## src/include/spim_pkg.sv

```systemverilog
// Package with register map, field layout and types of the serial master engine.
package spim_pkg;
    // ------------------------------------------------------------------
    // Register byte addresses
    // ------------------------------------------------------------------
    localparam logic [31:0] SPIM_CTRL_ADDR = 32'h4000_8000;
    localparam logic [31:0] SPIM_MODE_ADDR = 32'h4000_8004;
    localparam logic [31:0] SPIM_RXD_ADDR = 32'h4000_8008;
    localparam logic [31:0] SPIM_TXD_ADDR = 32'h4000_800C;
    localparam logic [31:0] SPIM_STAT_ADDR = 32'h4000_8010;
    localparam logic [31:0] SPIM_SCFG0_ADDR = 32'h4000_8030;
    localparam logic [31:0] SPIM_WPROT_ADDR = 32'h4000_80E4;
    localparam int SPIM_NUM_SCFG = 4;

    // ------------------------------------------------------------------
    // Field positions
    // ------------------------------------------------------------------
    localparam int CTRL_ENABLE_BIT = 0;
    localparam int CTRL_DISABLE_BIT = 1;
    localparam int MODE_MASTER_BIT = 0;
    localparam int MODE_VARSEL_BIT = 1;
    localparam int MODE_DECODE_BIT = 2;
    localparam int MODE_FAULTOFF_BIT = 4;
    localparam int MODE_WAITRD_BIT = 5;
    localparam int MODE_LOOP_BIT = 7;
    localparam int SEL_FIELD_LSB = 16;
    localparam int GAP_FIELD_LSB = 24;
    localparam int SCFG_DIV_LSB = 8;
    localparam int SCFG_DLY_LSB = 24;
    localparam int WPROT_LOCK_BIT = 0;
    localparam int STAT_RXFULL_BIT = 0;
    localparam int STAT_SHIFTER_IDLE_FLAG_BIT = 1;
    localparam int STAT_FAULT_BIT = 2;
    localparam int STAT_OVR_BIT = 3;
    localparam int STAT_IDLE_BIT = 9;
    localparam int STAT_EN_BIT = 16;

    // ------------------------------------------------------------------
    // Reset values and the last bit index
    // ------------------------------------------------------------------
    localparam logic [31:0] MODE_RESET = 32'h0000_0000;
    localparam logic [31:0] SCFG_RESET = 32'h0000_0100;
    localparam logic [3:0] SEL_IDLE = 4'hF;
    localparam logic [2:0] LAST_BIT = 3'h7;

    typedef enum logic [3:0] {
        ST_IDLE = 4'h1,
        ST_LEAD = 4'h2,
        ST_SHIFT = 4'h4,
        ST_TRAIL = 4'h8
    } spim_state_type;

    typedef struct packed {
        logic enabled;
        logic shifter_idle;
        logic rx_overrun;
        logic mode_fault;
        logic tx_empty;
        logic rx_full;
    } spim_status_type;
endpackage

```

## src/rtl/spim_baud_div.sv

```systemverilog
// Programmable divider that produces one-cycle tick enables for the serial clock.
`timescale 1ns/100ps
`default_nettype none
module spim_baud_div
    import spim_pkg::*;
#(
    parameter int DIV_W = 8
)
(
    input wire logic clk,
    input wire logic sys_rst,
    input wire logic run,
    input wire logic [DIV_W-1:0] divisor,
    output logic tick
);
    logic [DIV_W-1:0] cnt_q;
    logic [DIV_W-1:0] limit;

    // A divisor of zero behaves as one so the link never stalls.
    assign limit = (divisor == '0) ? DIV_W'(1) : divisor;
    assign tick = run && (cnt_q == limit - DIV_W'(1));

    always_ff @(posedge clk)
    begin
        if (sys_rst || !run || tick)
        begin
            cnt_q <= '0;
        end
        else
        begin
            cnt_q <= cnt_q + DIV_W'(1);
        end
    end
endmodule // spim_baud_div
`default_nettype wire

```

## src/rtl/spim_engine.sv

```systemverilog
// Master-mode transfer engine of the serial peripheral interface.
//
// Notes on behaviour
// - Master makes clock and drives selects.
// - Two holding registers, one shared shifter.
// - Write when idle starts transfer at once.
// - Input line shifts into same shifter.
// - Word written mid-transfer waits, then follows.
// - Transmit empty clears on write, sets on load.
// - Transmit empty requests next word from DMA.
// - Shifter idle sets after inter-word delay.
// - Enable sets transmit empty and idle flags.
// - Receive full sets on load, clears on read.
// - Unread word overwritten sets overrun; status read clears.
// - Wait-for-read holds transfer while receive full.
// - Mode bits select master role, select mode.
// - Decode drives encoded value, else one line.
// - Decode picks config register by select group.
// - Fault-detect-off bit disables mode fault detection.
// - Mode writes ignored while write lock set.
//
// Design decision made here: the strobed register port.
`timescale 1ns/100ps
`default_nettype none
module spim_engine
    import spim_pkg::*;
#(
    parameter int DATA_W = 8
)
(
    input wire logic clk,
    input wire logic sys_rst,
    input wire logic [31:0] bus_addr,
    input wire logic [31:0] bus_wdata,
    input wire logic bus_wr,
    input wire logic bus_rd,
    output logic [31:0] bus_rdata,
    input wire logic miso_i,
    input wire logic fault_n_i,
    output logic mosi_o,
    output logic serial_clock_pin,
    output logic [3:0] slave_select_lines,
    output logic tx_dma_req
);
    // ------------------------------------------------------------------
    // Register state
    // ------------------------------------------------------------------
    logic [31:0] serial_mode_reg_q;
    logic [31:0] select_config_q [SPIM_NUM_SCFG];
    logic write_lock_bit_q;
    logic enabled_q;
    logic [DATA_W-1:0] tx_holding_reg_q;
    logic [3:0] tx_sel_q;
    logic [DATA_W-1:0] rx_holding_reg_q;
    logic [31:0] bus_rdata_q;
    spim_status_type stat_q;
    logic tx_full;

    // ------------------------------------------------------------------
    // Engine state
    // ------------------------------------------------------------------
    spim_state_type state_q;
    logic [DATA_W-1:0] shift_q;
    logic [2:0] bit_q;
    logic sample_q;
    logic sclk_q;
    logic [7:0] delay_q;
    logic [3:0] cur_sel_q;
    logic [3:0] sel_out_q;
    logic [1:0] miso_sync_q;
    logic [1:0] fault_sync_q;

    // ------------------------------------------------------------------
    // Decoded strobes and fields
    // ------------------------------------------------------------------
    logic wr_ctrl, wr_mode, wr_txd, rd_rxd, rd_stat, wr_wprot;
    logic master, var_sel, decode_on, fault_off, wait_rd, loopback;
    logic start, word_done, trail_done, tick, fault_hit;
    logic [3:0] next_sel;
    logic [1:0] cfg_idx;
    logic [31:0] cfg_word;
    logic miso_eff;

    assign wr_ctrl = bus_wr && (bus_addr == SPIM_CTRL_ADDR);
    assign wr_mode = bus_wr && (bus_addr == SPIM_MODE_ADDR);
    assign wr_txd = bus_wr && (bus_addr == SPIM_TXD_ADDR);
    assign wr_wprot = bus_wr && (bus_addr == SPIM_WPROT_ADDR);
    assign rd_rxd = bus_rd && (bus_addr == SPIM_RXD_ADDR);
    assign rd_stat = bus_rd && (bus_addr == SPIM_STAT_ADDR);

    assign master = serial_mode_reg_q[MODE_MASTER_BIT];
    assign var_sel = serial_mode_reg_q[MODE_VARSEL_BIT];
    assign decode_on = serial_mode_reg_q[MODE_DECODE_BIT];
    assign fault_off = serial_mode_reg_q[MODE_FAULTOFF_BIT];
    assign wait_rd = serial_mode_reg_q[MODE_WAITRD_BIT];
    assign loopback = serial_mode_reg_q[MODE_LOOP_BIT];
    assign tx_full = !stat_q.tx_empty;

    // Select for the next word: the mode field in fixed mode, the word's own
    // field in variable mode.
    assign next_sel = var_sel ? tx_sel_q : serial_mode_reg_q[SEL_FIELD_LSB +: 4];

    // Config register that governs the active select.
    always_comb
    begin
        if (decode_on)
        begin
            cfg_idx = cur_sel_q[3:2];
        end
        else if (!cur_sel_q[0])
        begin
            cfg_idx = 2'h0;
        end
        else if (!cur_sel_q[1])
        begin
            cfg_idx = 2'h1;
        end
        else if (!cur_sel_q[2])
        begin
            cfg_idx = 2'h2;
        end
        else
        begin
            cfg_idx = 2'h3;
        end
    end
    assign cfg_word = select_config_q[cfg_idx];

    // ------------------------------------------------------------------
    // Pin synchronisers
    // ------------------------------------------------------------------
    always_ff @(posedge clk)
    begin
        if (sys_rst)
        begin
            miso_sync_q <= 2'h0;
            fault_sync_q <= 2'h3;
        end
        else
        begin
            miso_sync_q <= {miso_sync_q[0], miso_i};
            fault_sync_q <= {fault_sync_q[0], fault_n_i};
        end
    end
    assign miso_eff = loopback ? shift_q[DATA_W-1] : miso_sync_q[1];
    // A low fault pin while mastering means another master drives the bus.
    assign fault_hit = enabled_q && master && !fault_off && !fault_sync_q[1];

    // ------------------------------------------------------------------
    // Software registers
    // ------------------------------------------------------------------
    always_ff @(posedge clk)
    begin
        if (sys_rst)
        begin
            write_lock_bit_q <= 1'b0;
        end
        else if (wr_wprot)
        begin
            write_lock_bit_q <= bus_wdata[WPROT_LOCK_BIT];
        end
    end

    always_ff @(posedge clk)
    begin
        if (sys_rst)
        begin
            serial_mode_reg_q <= MODE_RESET;
        end
        else if (wr_mode && !write_lock_bit_q)
        begin
            serial_mode_reg_q <= bus_wdata;
        end
    end

    always_ff @(posedge clk)
    begin
        for (int i = 0; i < SPIM_NUM_SCFG; i++)
        begin
            if (sys_rst)
            begin
                select_config_q[i] <= SCFG_RESET;
            end
            else if (bus_wr && (bus_addr == SPIM_SCFG0_ADDR + 32'(4 * i)))
            begin
                select_config_q[i] <= bus_wdata;
            end
        end
    end

    always_ff @(posedge clk)
    begin
        if (sys_rst)
        begin
            enabled_q <= 1'b0;
        end
        else if (wr_ctrl && bus_wdata[CTRL_DISABLE_BIT])
        begin
            enabled_q <= 1'b0;
        end
        else if (wr_ctrl && bus_wdata[CTRL_ENABLE_BIT])
        begin
            enabled_q <= 1'b1;
        end
        else if (fault_hit)
        begin
            enabled_q <= 1'b0;
        end
    end

    always_ff @(posedge clk)
    begin
        if (sys_rst)
        begin
            tx_holding_reg_q <= '0;
            tx_sel_q <= SEL_IDLE;
        end
        else if (wr_txd)
        begin
            tx_holding_reg_q <= bus_wdata[DATA_W-1:0];
            tx_sel_q <= bus_wdata[SEL_FIELD_LSB +: 4];
        end
    end

    // ------------------------------------------------------------------
    // Status flags
    // ------------------------------------------------------------------
    // A transfer may begin only when enabled, mastering, idle and holding a word.
    assign start = enabled_q && master && (state_q == ST_IDLE) && tx_full
        && !(wait_rd && stat_q.rx_full);

    always_ff @(posedge clk)
    begin
        if (sys_rst)
        begin
            stat_q.tx_empty <= 1'b1;
        end
        else if (wr_ctrl && bus_wdata[CTRL_ENABLE_BIT] && !enabled_q)
        begin
            stat_q.tx_empty <= 1'b1;
        end
        else if (wr_txd)
        begin
            stat_q.tx_empty <= 1'b0;
        end
        else if (start)
        begin
            stat_q.tx_empty <= 1'b1;
        end
    end

    always_ff @(posedge clk)
    begin
        if (sys_rst)
        begin
            stat_q.rx_full <= 1'b0;
        end
        else if (word_done)
        begin
            stat_q.rx_full <= 1'b1;
        end
        else if (rd_rxd)
        begin
            stat_q.rx_full <= 1'b0;
        end
    end

    always_ff @(posedge clk)
    begin
        if (sys_rst)
        begin
            stat_q.rx_overrun <= 1'b0;
        end
        else if (word_done && stat_q.rx_full && !rd_rxd)
        begin
            stat_q.rx_overrun <= 1'b1;
        end
        else if (rd_stat)
        begin
            stat_q.rx_overrun <= 1'b0;
        end
    end

    always_ff @(posedge clk)
    begin
        if (sys_rst)
        begin
            stat_q.mode_fault <= 1'b0;
        end
        else if (fault_hit)
        begin
            stat_q.mode_fault <= 1'b1;
        end
        else if (rd_stat)
        begin
            stat_q.mode_fault <= 1'b0;
        end
    end

    // Idle only once the shifter and the trailing delay have finished.
    always_ff @(posedge clk)
    begin
        if (sys_rst)
        begin
            stat_q.shifter_idle <= 1'b1;
            stat_q.enabled <= 1'b0;
        end
        else
        begin
            stat_q.shifter_idle <= (state_q == ST_IDLE) && !start && !tx_full
                && !wr_txd;
            stat_q.enabled <= enabled_q;
        end
    end

    always_ff @(posedge clk)
    begin
        if (sys_rst)
        begin
            rx_holding_reg_q <= '0;
        end
        else if (word_done)
        begin
            rx_holding_reg_q <= {shift_q[DATA_W-2:0], sample_q};
        end
    end

    // ------------------------------------------------------------------
    // Serial clock and transfer sequence
    // ------------------------------------------------------------------
    spim_baud_div #(
        .DIV_W(8)
    ) u_div (
        .clk(clk),
        .sys_rst(sys_rst),
        .run(state_q != ST_IDLE),
        .divisor(cfg_word[SCFG_DIV_LSB +: 8]),
        .tick(tick)
    );

    assign word_done = (state_q == ST_SHIFT) && tick && sclk_q && (bit_q == LAST_BIT);
    assign trail_done = (state_q == ST_TRAIL) && (delay_q == 8'h00);

    always_ff @(posedge clk)
    begin
        if (sys_rst || !enabled_q)
        begin
            state_q <= ST_IDLE;
            sclk_q <= 1'b0;
            bit_q <= 3'h0;
            delay_q <= 8'h00;
        end
        else
        begin
            unique case (state_q)
                ST_IDLE:
                begin
                    if (start)
                    begin
                        state_q <= ST_LEAD;
                        delay_q <= serial_mode_reg_q[GAP_FIELD_LSB +: 8];
                    end
                end
                ST_LEAD:
                begin
                    if (tick)
                    begin
                        if (delay_q == 8'h00)
                        begin
                            state_q <= ST_SHIFT;
                        end
                        else
                        begin
                            delay_q <= delay_q - 8'h01;
                        end
                    end
                end
                ST_SHIFT:
                begin
                    if (tick)
                    begin
                        sclk_q <= !sclk_q;
                        if (sclk_q)
                        begin
                            bit_q <= bit_q + 3'h1;
                        end
                        if (word_done)
                        begin
                            state_q <= ST_TRAIL;
                            delay_q <= cfg_word[SCFG_DLY_LSB +: 8];
                        end
                    end
                end
                ST_TRAIL:
                begin
                    if (trail_done)
                    begin
                        state_q <= ST_IDLE;
                    end
                    else if (tick)
                    begin
                        delay_q <= delay_q - 8'h01;
                    end
                end
            endcase
        end
    end

    // Sample on the rising edge, shift on the falling edge, MSB first.
    always_ff @(posedge clk)
    begin
        if (sys_rst)
        begin
            shift_q <= '0;
            sample_q <= 1'b0;
        end
        else if (start)
        begin
            shift_q <= tx_holding_reg_q;
        end
        else if ((state_q == ST_SHIFT) && tick)
        begin
            if (!sclk_q)
            begin
                sample_q <= miso_eff;
            end
            else
            begin
                shift_q <= {shift_q[DATA_W-2:0], sample_q};
            end
        end
    end

    always_ff @(posedge clk)
    begin
        if (sys_rst)
        begin
            cur_sel_q <= SEL_IDLE;
            sel_out_q <= SEL_IDLE;
        end
        else
        begin
            if (start)
            begin
                cur_sel_q <= next_sel;
            end
            if ((state_q == ST_IDLE) && !start)
            begin
                sel_out_q <= SEL_IDLE;
            end
            else if (state_q != ST_IDLE)
            begin
                // Decode passes the code on; direct mode drives one line low.
                sel_out_q <= decode_on ? cur_sel_q : ~(4'h1 << cfg_idx);
            end
        end
    end

    // ------------------------------------------------------------------
    // Bus read port
    // ------------------------------------------------------------------
    always_ff @(posedge clk)
    begin
        if (sys_rst)
        begin
            bus_rdata_q <= 32'h0000_0000;
        end
        else if (bus_rd)
        begin
            bus_rdata_q <= 32'h0000_0000;
            unique case (bus_addr)
                SPIM_MODE_ADDR: bus_rdata_q <= serial_mode_reg_q;
                SPIM_RXD_ADDR: bus_rdata_q <= 32'(rx_holding_reg_q);
                SPIM_WPROT_ADDR: bus_rdata_q <= 32'(write_lock_bit_q);
                SPIM_STAT_ADDR:
                begin
                    bus_rdata_q[STAT_RXFULL_BIT] <= stat_q.rx_full;
                    bus_rdata_q[STAT_SHIFTER_IDLE_FLAG_BIT] <= stat_q.tx_empty;
                    bus_rdata_q[STAT_FAULT_BIT] <= stat_q.mode_fault;
                    bus_rdata_q[STAT_OVR_BIT] <= stat_q.rx_overrun;
                    bus_rdata_q[STAT_IDLE_BIT] <= stat_q.shifter_idle;
                    bus_rdata_q[STAT_EN_BIT] <= stat_q.enabled;
                end
                SPIM_SCFG0_ADDR: bus_rdata_q <= select_config_q[0];
                SPIM_SCFG0_ADDR + 32'h4: bus_rdata_q <= select_config_q[1];
                SPIM_SCFG0_ADDR + 32'h8: bus_rdata_q <= select_config_q[2];
                SPIM_SCFG0_ADDR + 32'hC: bus_rdata_q <= select_config_q[3];
                default: bus_rdata_q <= 32'h0000_0000;
            endcase
        end
    end

    assign bus_rdata = bus_rdata_q;
    assign mosi_o = shift_q[DATA_W-1];
    assign serial_clock_pin = sclk_q;
    assign slave_select_lines = sel_out_q;
    assign tx_dma_req = enabled_q && stat_q.tx_empty;
endmodule // spim_engine
`default_nettype wire

```

## config.mk

```make
export PLATFORM = sky130hd
export DESIGN_NAME = spim_engine
export DESIGN_NICKNAME = d
export VERILOG_FILES = /design/src/include/spim_pkg.sv /design/src/rtl/spim_baud_div.sv /design/src/rtl/spim_engine.sv
export SDC_FILE = /design/constraint.sdc
export NUM_CORES = 1
export LEC_CHECK = 0
export BUFFER_PORTS_ARGS = -buffer_cell sky130_fd_sc_hd__buf_2
export CORE_UTILIZATION = 30
export DETAILED_ROUTE_END_ITERATION = 8
export GPL_ROUTABILITY_DRIVEN = 0
export PLACE_DENSITY = 0.51
export SYNTH_ARGS = -nofsm -noshare
export SYNTH_HDL_FRONTEND = slang
export SYNTH_SLANG_ARGS = --single-unit
```

## constraint.sdc

```tcl
create_clock -name clk -period 7.8 [get_ports clk]
set_input_delay 1.56 -clock clk [delete_from_list [all_inputs] [get_ports clk]]
set_output_delay 1.56 -clock clk [all_outputs]
set_load 0.02 [all_outputs]
```

==> results <==
- The run finished with clean final reports.
- The clock period minus worst slack is 5.316 ns.
- After layout, the worst path uses 68.15% of the clock period.
- The synthesis-to-finish area growth is 15.40%.
- Counting every net in the synthesized netlist gives 1357.
- Data on the critical path is required at its endpoint by 8.26 ns.
- The repair_antennas step left the layout with diodes totalling 0.
- At the end of the flow the core is filled with cells to 35.43%.
- The via-per-instance ratio is 5.372.
- During I/O placement, the number of pins put on the boundary was 109.
- The row count is 74.
- The die area is 0.04309 mm².
- At the later pin of the worst-skew pair, clock insertion delay measures 0.57 ns.
- The signal on the critical path passes through and3b_1, nor2_1, and4_1, and4_1, o21a_1, a21oi_1, ha_1, xor2_1, xnor2_1, nor3_1, o211a_1, and2_1, nand3_2, a31o_2.
- The slowest library cell on the worst path is sky130_fd_sc_hd__dfxtp_1.
- The clock passes through at most 3 buffers.
- In this run, post-CTS repair resized a total of 0 instances.
- The maximum clock frequency is 188.1 MHz.
- The total core area is 0.04129 mm².
- In the synthesized netlist the async set-or-reset flop fraction comes to 0%.
- The power density over the cells is 205.8 mW/mm².
- The worst setup path is launched from a flop.
- The switching component of the power is 0.7242 mW.
- The clock slew seen by the registers of the worst setup and hold paths is 0.06 ns.
- The number of maximum-capacitance violations is 0.
- The initial utilization of the core area, before any placement, comes to 30.70%.
- The share of total power dissipated in the clock network is 43.8%.
- The final route contains 10260 vias.
- The cell internal power dissipation is 2.287 mW.
- The count of mapped cells out of synthesis is 1281.
- By startpoint and endpoint, the worst setup path is classified as reg2reg.
- The worst-path maximum fanout is 24.
- Ranked by total cell area, the synthesized netlist is headed by sky130_fd_sc_hd__edfxtp_1 (30%), sky130_fd_sc_hd__dfxtp_1 (22%), sky130_fd_sc_hd__and2_1 (6.5%).
- For this run, the register share of the synthesized area comes to 51.95%.
- The total buffers and inverters traversed by the critical path is 0.
- Setup violations remaining at the end of the flow were counted as 0.
- Fill cells in the final layout number 4206.
- The number of synthesis warnings is 0.
- The synthesized netlist contains 68 unique library cells.
- The x dimension of the die is 207.6 µm.
- The library cell used most frequently in the layout, excluding fill and tap cells, is sky130_fd_sc_hd__dfxtp_1.
- The largest stage delay on the critical path is 0.89 ns.
- Synthesis inferred 265 register bits.
- Headroom to the max-slew limit came out at 19.53%.
- The slew of the pin with the lowest slew margin is 1.194 ns.
- The net count of the finished layout is 1430.
- Summed over its instances, the top area cell type makes up 30.32% of the synthesized netlist area.
- The cell sitting at the root of the clock tree is a sky130_fd_sc_hd__clkbuf_16.
- The total global routing overflow is 0.
- The number of hold violations in the final report is 0.
- For the final database, setup skew stands at 0.01827 ns.
- CTS saw 265 sinks.
- In this run the number of H-tree levels came out at 1.
- The number of max-slew violations in the final report is 0.
- The remaining antenna violation count after routing is 0.
- The clock buffer count from CTS is 30.
- Global routing used 18.87% of the available tracks across all layers.
- The post-CTS setup buffer count is 0.
- The dominant synthesized flop cell is sky130_fd_sc_hd__dfxtp_1.
- The kind of cell with the highest combined delay on the critical path is simple AND/OR/NAND/NOR gates.
- The number of global-route vias before repair is 10020.
- The analysis attributes to cell leakage a power of 5.446 nW.
- Dividing the detail-routed wire length by the instance count gives 21.37 µm.
- The largest total area in the synthesized netlist belongs to sky130_fd_sc_hd__edfxtp_1.
- The count of unresolved DRC violations after routing is 0.
- The first routing iteration left 884 violations.
- Leaving out fill and tap cells, the most frequent cells in the layout are sky130_fd_sc_hd__dfxtp_1 (137), sky130_fd_sc_hd__nand2_1 (135), sky130_fd_sc_hd__and2_1 (132), sky130_fd_sc_hd__edfxtp_1 (128), sky130_fd_sc_hd__buf_2 (107).
- The relative contribution of combinational cells to total power is 5.8%.
- The fraction of power spent switching nets is 24.05%.
- Data on the critical path arrives at its endpoint at 5.78 ns.
- TritonCTS built the clock tree.
- A synthesized cell averages 9.897 µm².
- The count of buffers from port buffering is 108.
- Among the stages of the critical path, the cell type that occurs most often is sky130_fd_sc_hd__and4_1.
- The first TritonRoute pass finished after 6 iterations.
- Summed over all failing endpoints, the final setup total negative slack is 0 ns.
- Detailed placement finished with a half-perimeter wire length of 27040 µm.
- Entering global routing, the biggest net connects 61 pins.
- The worst setup path is captured at a flop.
- Setup repair after global routing left no endpoint under its margin.
- The hold buffer count at CTS is 0.
- The worst ir drop on vdd is 166.1 µV.
- The first global-routing pass estimated 62490 µm of wire.
- The total length of routed wires is 40820 µm.
- After synthesis the cells add up to 0.01268 mm².
- From bottom edge to top edge, the die measures 207.6 µm.
- The share of post-route cells with drive strength above 1 is 16.47%.
- The number of flops mapped to enable cells by yosys is 128.
- The number of antenna violations at the first check in global routing was 0.
- Per report_power, the sequential group accounts for 50.5% of the total.
- The path class of the tightest hold or removal check is reg2reg.
[cell families (layout without fill, tap and decap cells)]
| family | count (synthesis) | after routing | synth area share, % |
|---|---|---|---|
| xor+xnor | 18 | 18 | 1.243 |
| fa+ha+maj | 6 | 6 | 0.5921 |
| mux | 62 | 62 | 5.773 |
| compound gates | 271 | 271 | 14.26 |
| simple gates | 553 | 553 | 22.62 |
| flops | 265 | 265 | 51.95 |
| buf+inv | 106 | 203 | 3.563 |
[area by class of cell]
| cell class | instances | area (µm²) | area share (%) |
|---|---|---|---|
| multi-input combinational | 910 | 5687 | 38.87 |
| clock buffer | 38 | 810.8 | 5.541 |
| inverter | 14 | 52.55 | 0.3592 |
| sequential | 265 | 6586 | 45.01 |
| clock inverter | 18 | 98.84 | 0.6756 |
| tap | 532 | 665.6 | 4.549 |
| timing repair buffer | 133 | 730.7 | 4.994 |
[layer usage]
layer | GRT usage (%) | vias up | part of all wire [%]
li1 | - | 4829 | -
met1 | 25.89 | 5013 | 46
met2 | 30.79 | 361 | 46
met3 | 2.602 | 57 | 6.1
met4 | 5.636 | 0 | 2.1
met5 | 0 | - | 0
[Yosys cell counts (all sizes together) (4+ instances only)]
library cell  instances
and2                134
buf                  19
nand4                 5
nand3b                4
ha                    6
or2                   5
o21a                  8
o211ai                5
edfxtp              128
nor3                 43
nor2                101
a31o                  8
nand3                35
inv                  13
and3                 12
a22o                  4
clkbuf               73
a221oi               34
a221o                 4
o21ai                53
mux4                  8
a22oi                14
nor4b                12
xor2                 12
mux2i                45
nand2b               10
nand2               135
nor2b                11
mux2                  9
nor4                 17
a211oi               16
or3                  14
a222oi               12
a21oi                90
and4                  7
dfxtp               137
a31oi                 5
xnor2                 6
[final timing paths]
| path | from | end | slack (ns) | depth (start not counted) |
|---|---|---|---|---|
| worst min register to register | fault_sync_q[0] | fault_sync_q[1] | 0.43 | 1 |
| worst min-delay path | fault_sync_q[0] | fault_sync_q[1] | 0.43 | 1 |
| worst max-delay path | serial_mode_reg_q[2] | rx_holding_reg_q[3] | 2.48 | 14 |
| worst max register to register | serial_mode_reg_q[2] | rx_holding_reg_q[3] | 2.48 | 14 |
[power by group through the flow]
stage / Sequential, mW / Clock [mW] / Combinational [mW]
finish: 1.52 / 1.32 / 0.173
global route: 1.52 / 1.40 / 0.188
CTS: 1.52 / 1.35 / 0.175
detailed placement: 1.55 / 0 / 0.174
floorplan: 1.55 / 0 / 0.0859
global placement: 1.55 / 0 / 0.173
[state kept, by name, summed over array words and instances, names as in the netlist]
signal / count
select_config_q: 128
bus_rdata: 32
serial_mode_reg_q: 32
delay_q: 8
rx_holding_reg_q: 8
shift_q: 8
tx_holding_reg_q: 8
u_div.cnt_q: 8
stat_q: 6
cur_sel_q: 4
slave_select_lines: 4
state_q: 4
tx_sel_q: 4
bit_q: 3
fault_sync_q: 2
miso_sync_q: 2
enabled_q: 1
sample_q: 1
serial_clock_pin: 1
write_lock_bit_q: 1
[stage by stage]
step | hold slack (ns) | instances | setup slack (ns) | instance area (µm²) | power [mW]
final | 0.4348 | 1910 | 2.484 | 14630 | 3.012
after global routing | 0.4469 | 1910 | 2.082 | 14630 | 3.115
after CTS | 0.4374 | 1910 | 2.584 | 14630 | 3.041
after detailed placement | 0.4106 | 1854 | 2.609 | 13720 | 1.723
after global placement | 0.4022 | 1854 | 2.686 | 13720 | 1.721
after floorplan | 0.3895 | 1281 | 3.291 | 12680 | 1.636
[worst register-to-register path: stages (launching register included)]
cell and delay, ns:
sky130_fd_sc_hd__dfxtp_1 0.89, sky130_fd_sc_hd__and3b_1 0.30, sky130_fd_sc_hd__nor2_1 0.85, sky130_fd_sc_hd__and4_1 0.39, sky130_fd_sc_hd__and4_1 0.26, sky130_fd_sc_hd__o21a_1 0.16, sky130_fd_sc_hd__a21oi_1 0.09, sky130_fd_sc_hd__ha_1 0.22
sky130_fd_sc_hd__xor2_1 0.17, sky130_fd_sc_hd__xnor2_1 0.13, sky130_fd_sc_hd__nor3_1 0.27, sky130_fd_sc_hd__o211a_1 0.30, sky130_fd_sc_hd__and2_1 0.53, sky130_fd_sc_hd__nand3_2 0.31, sky130_fd_sc_hd__a31o_2 0.32
Note: power is estimated with default switching activity, not from simulation.
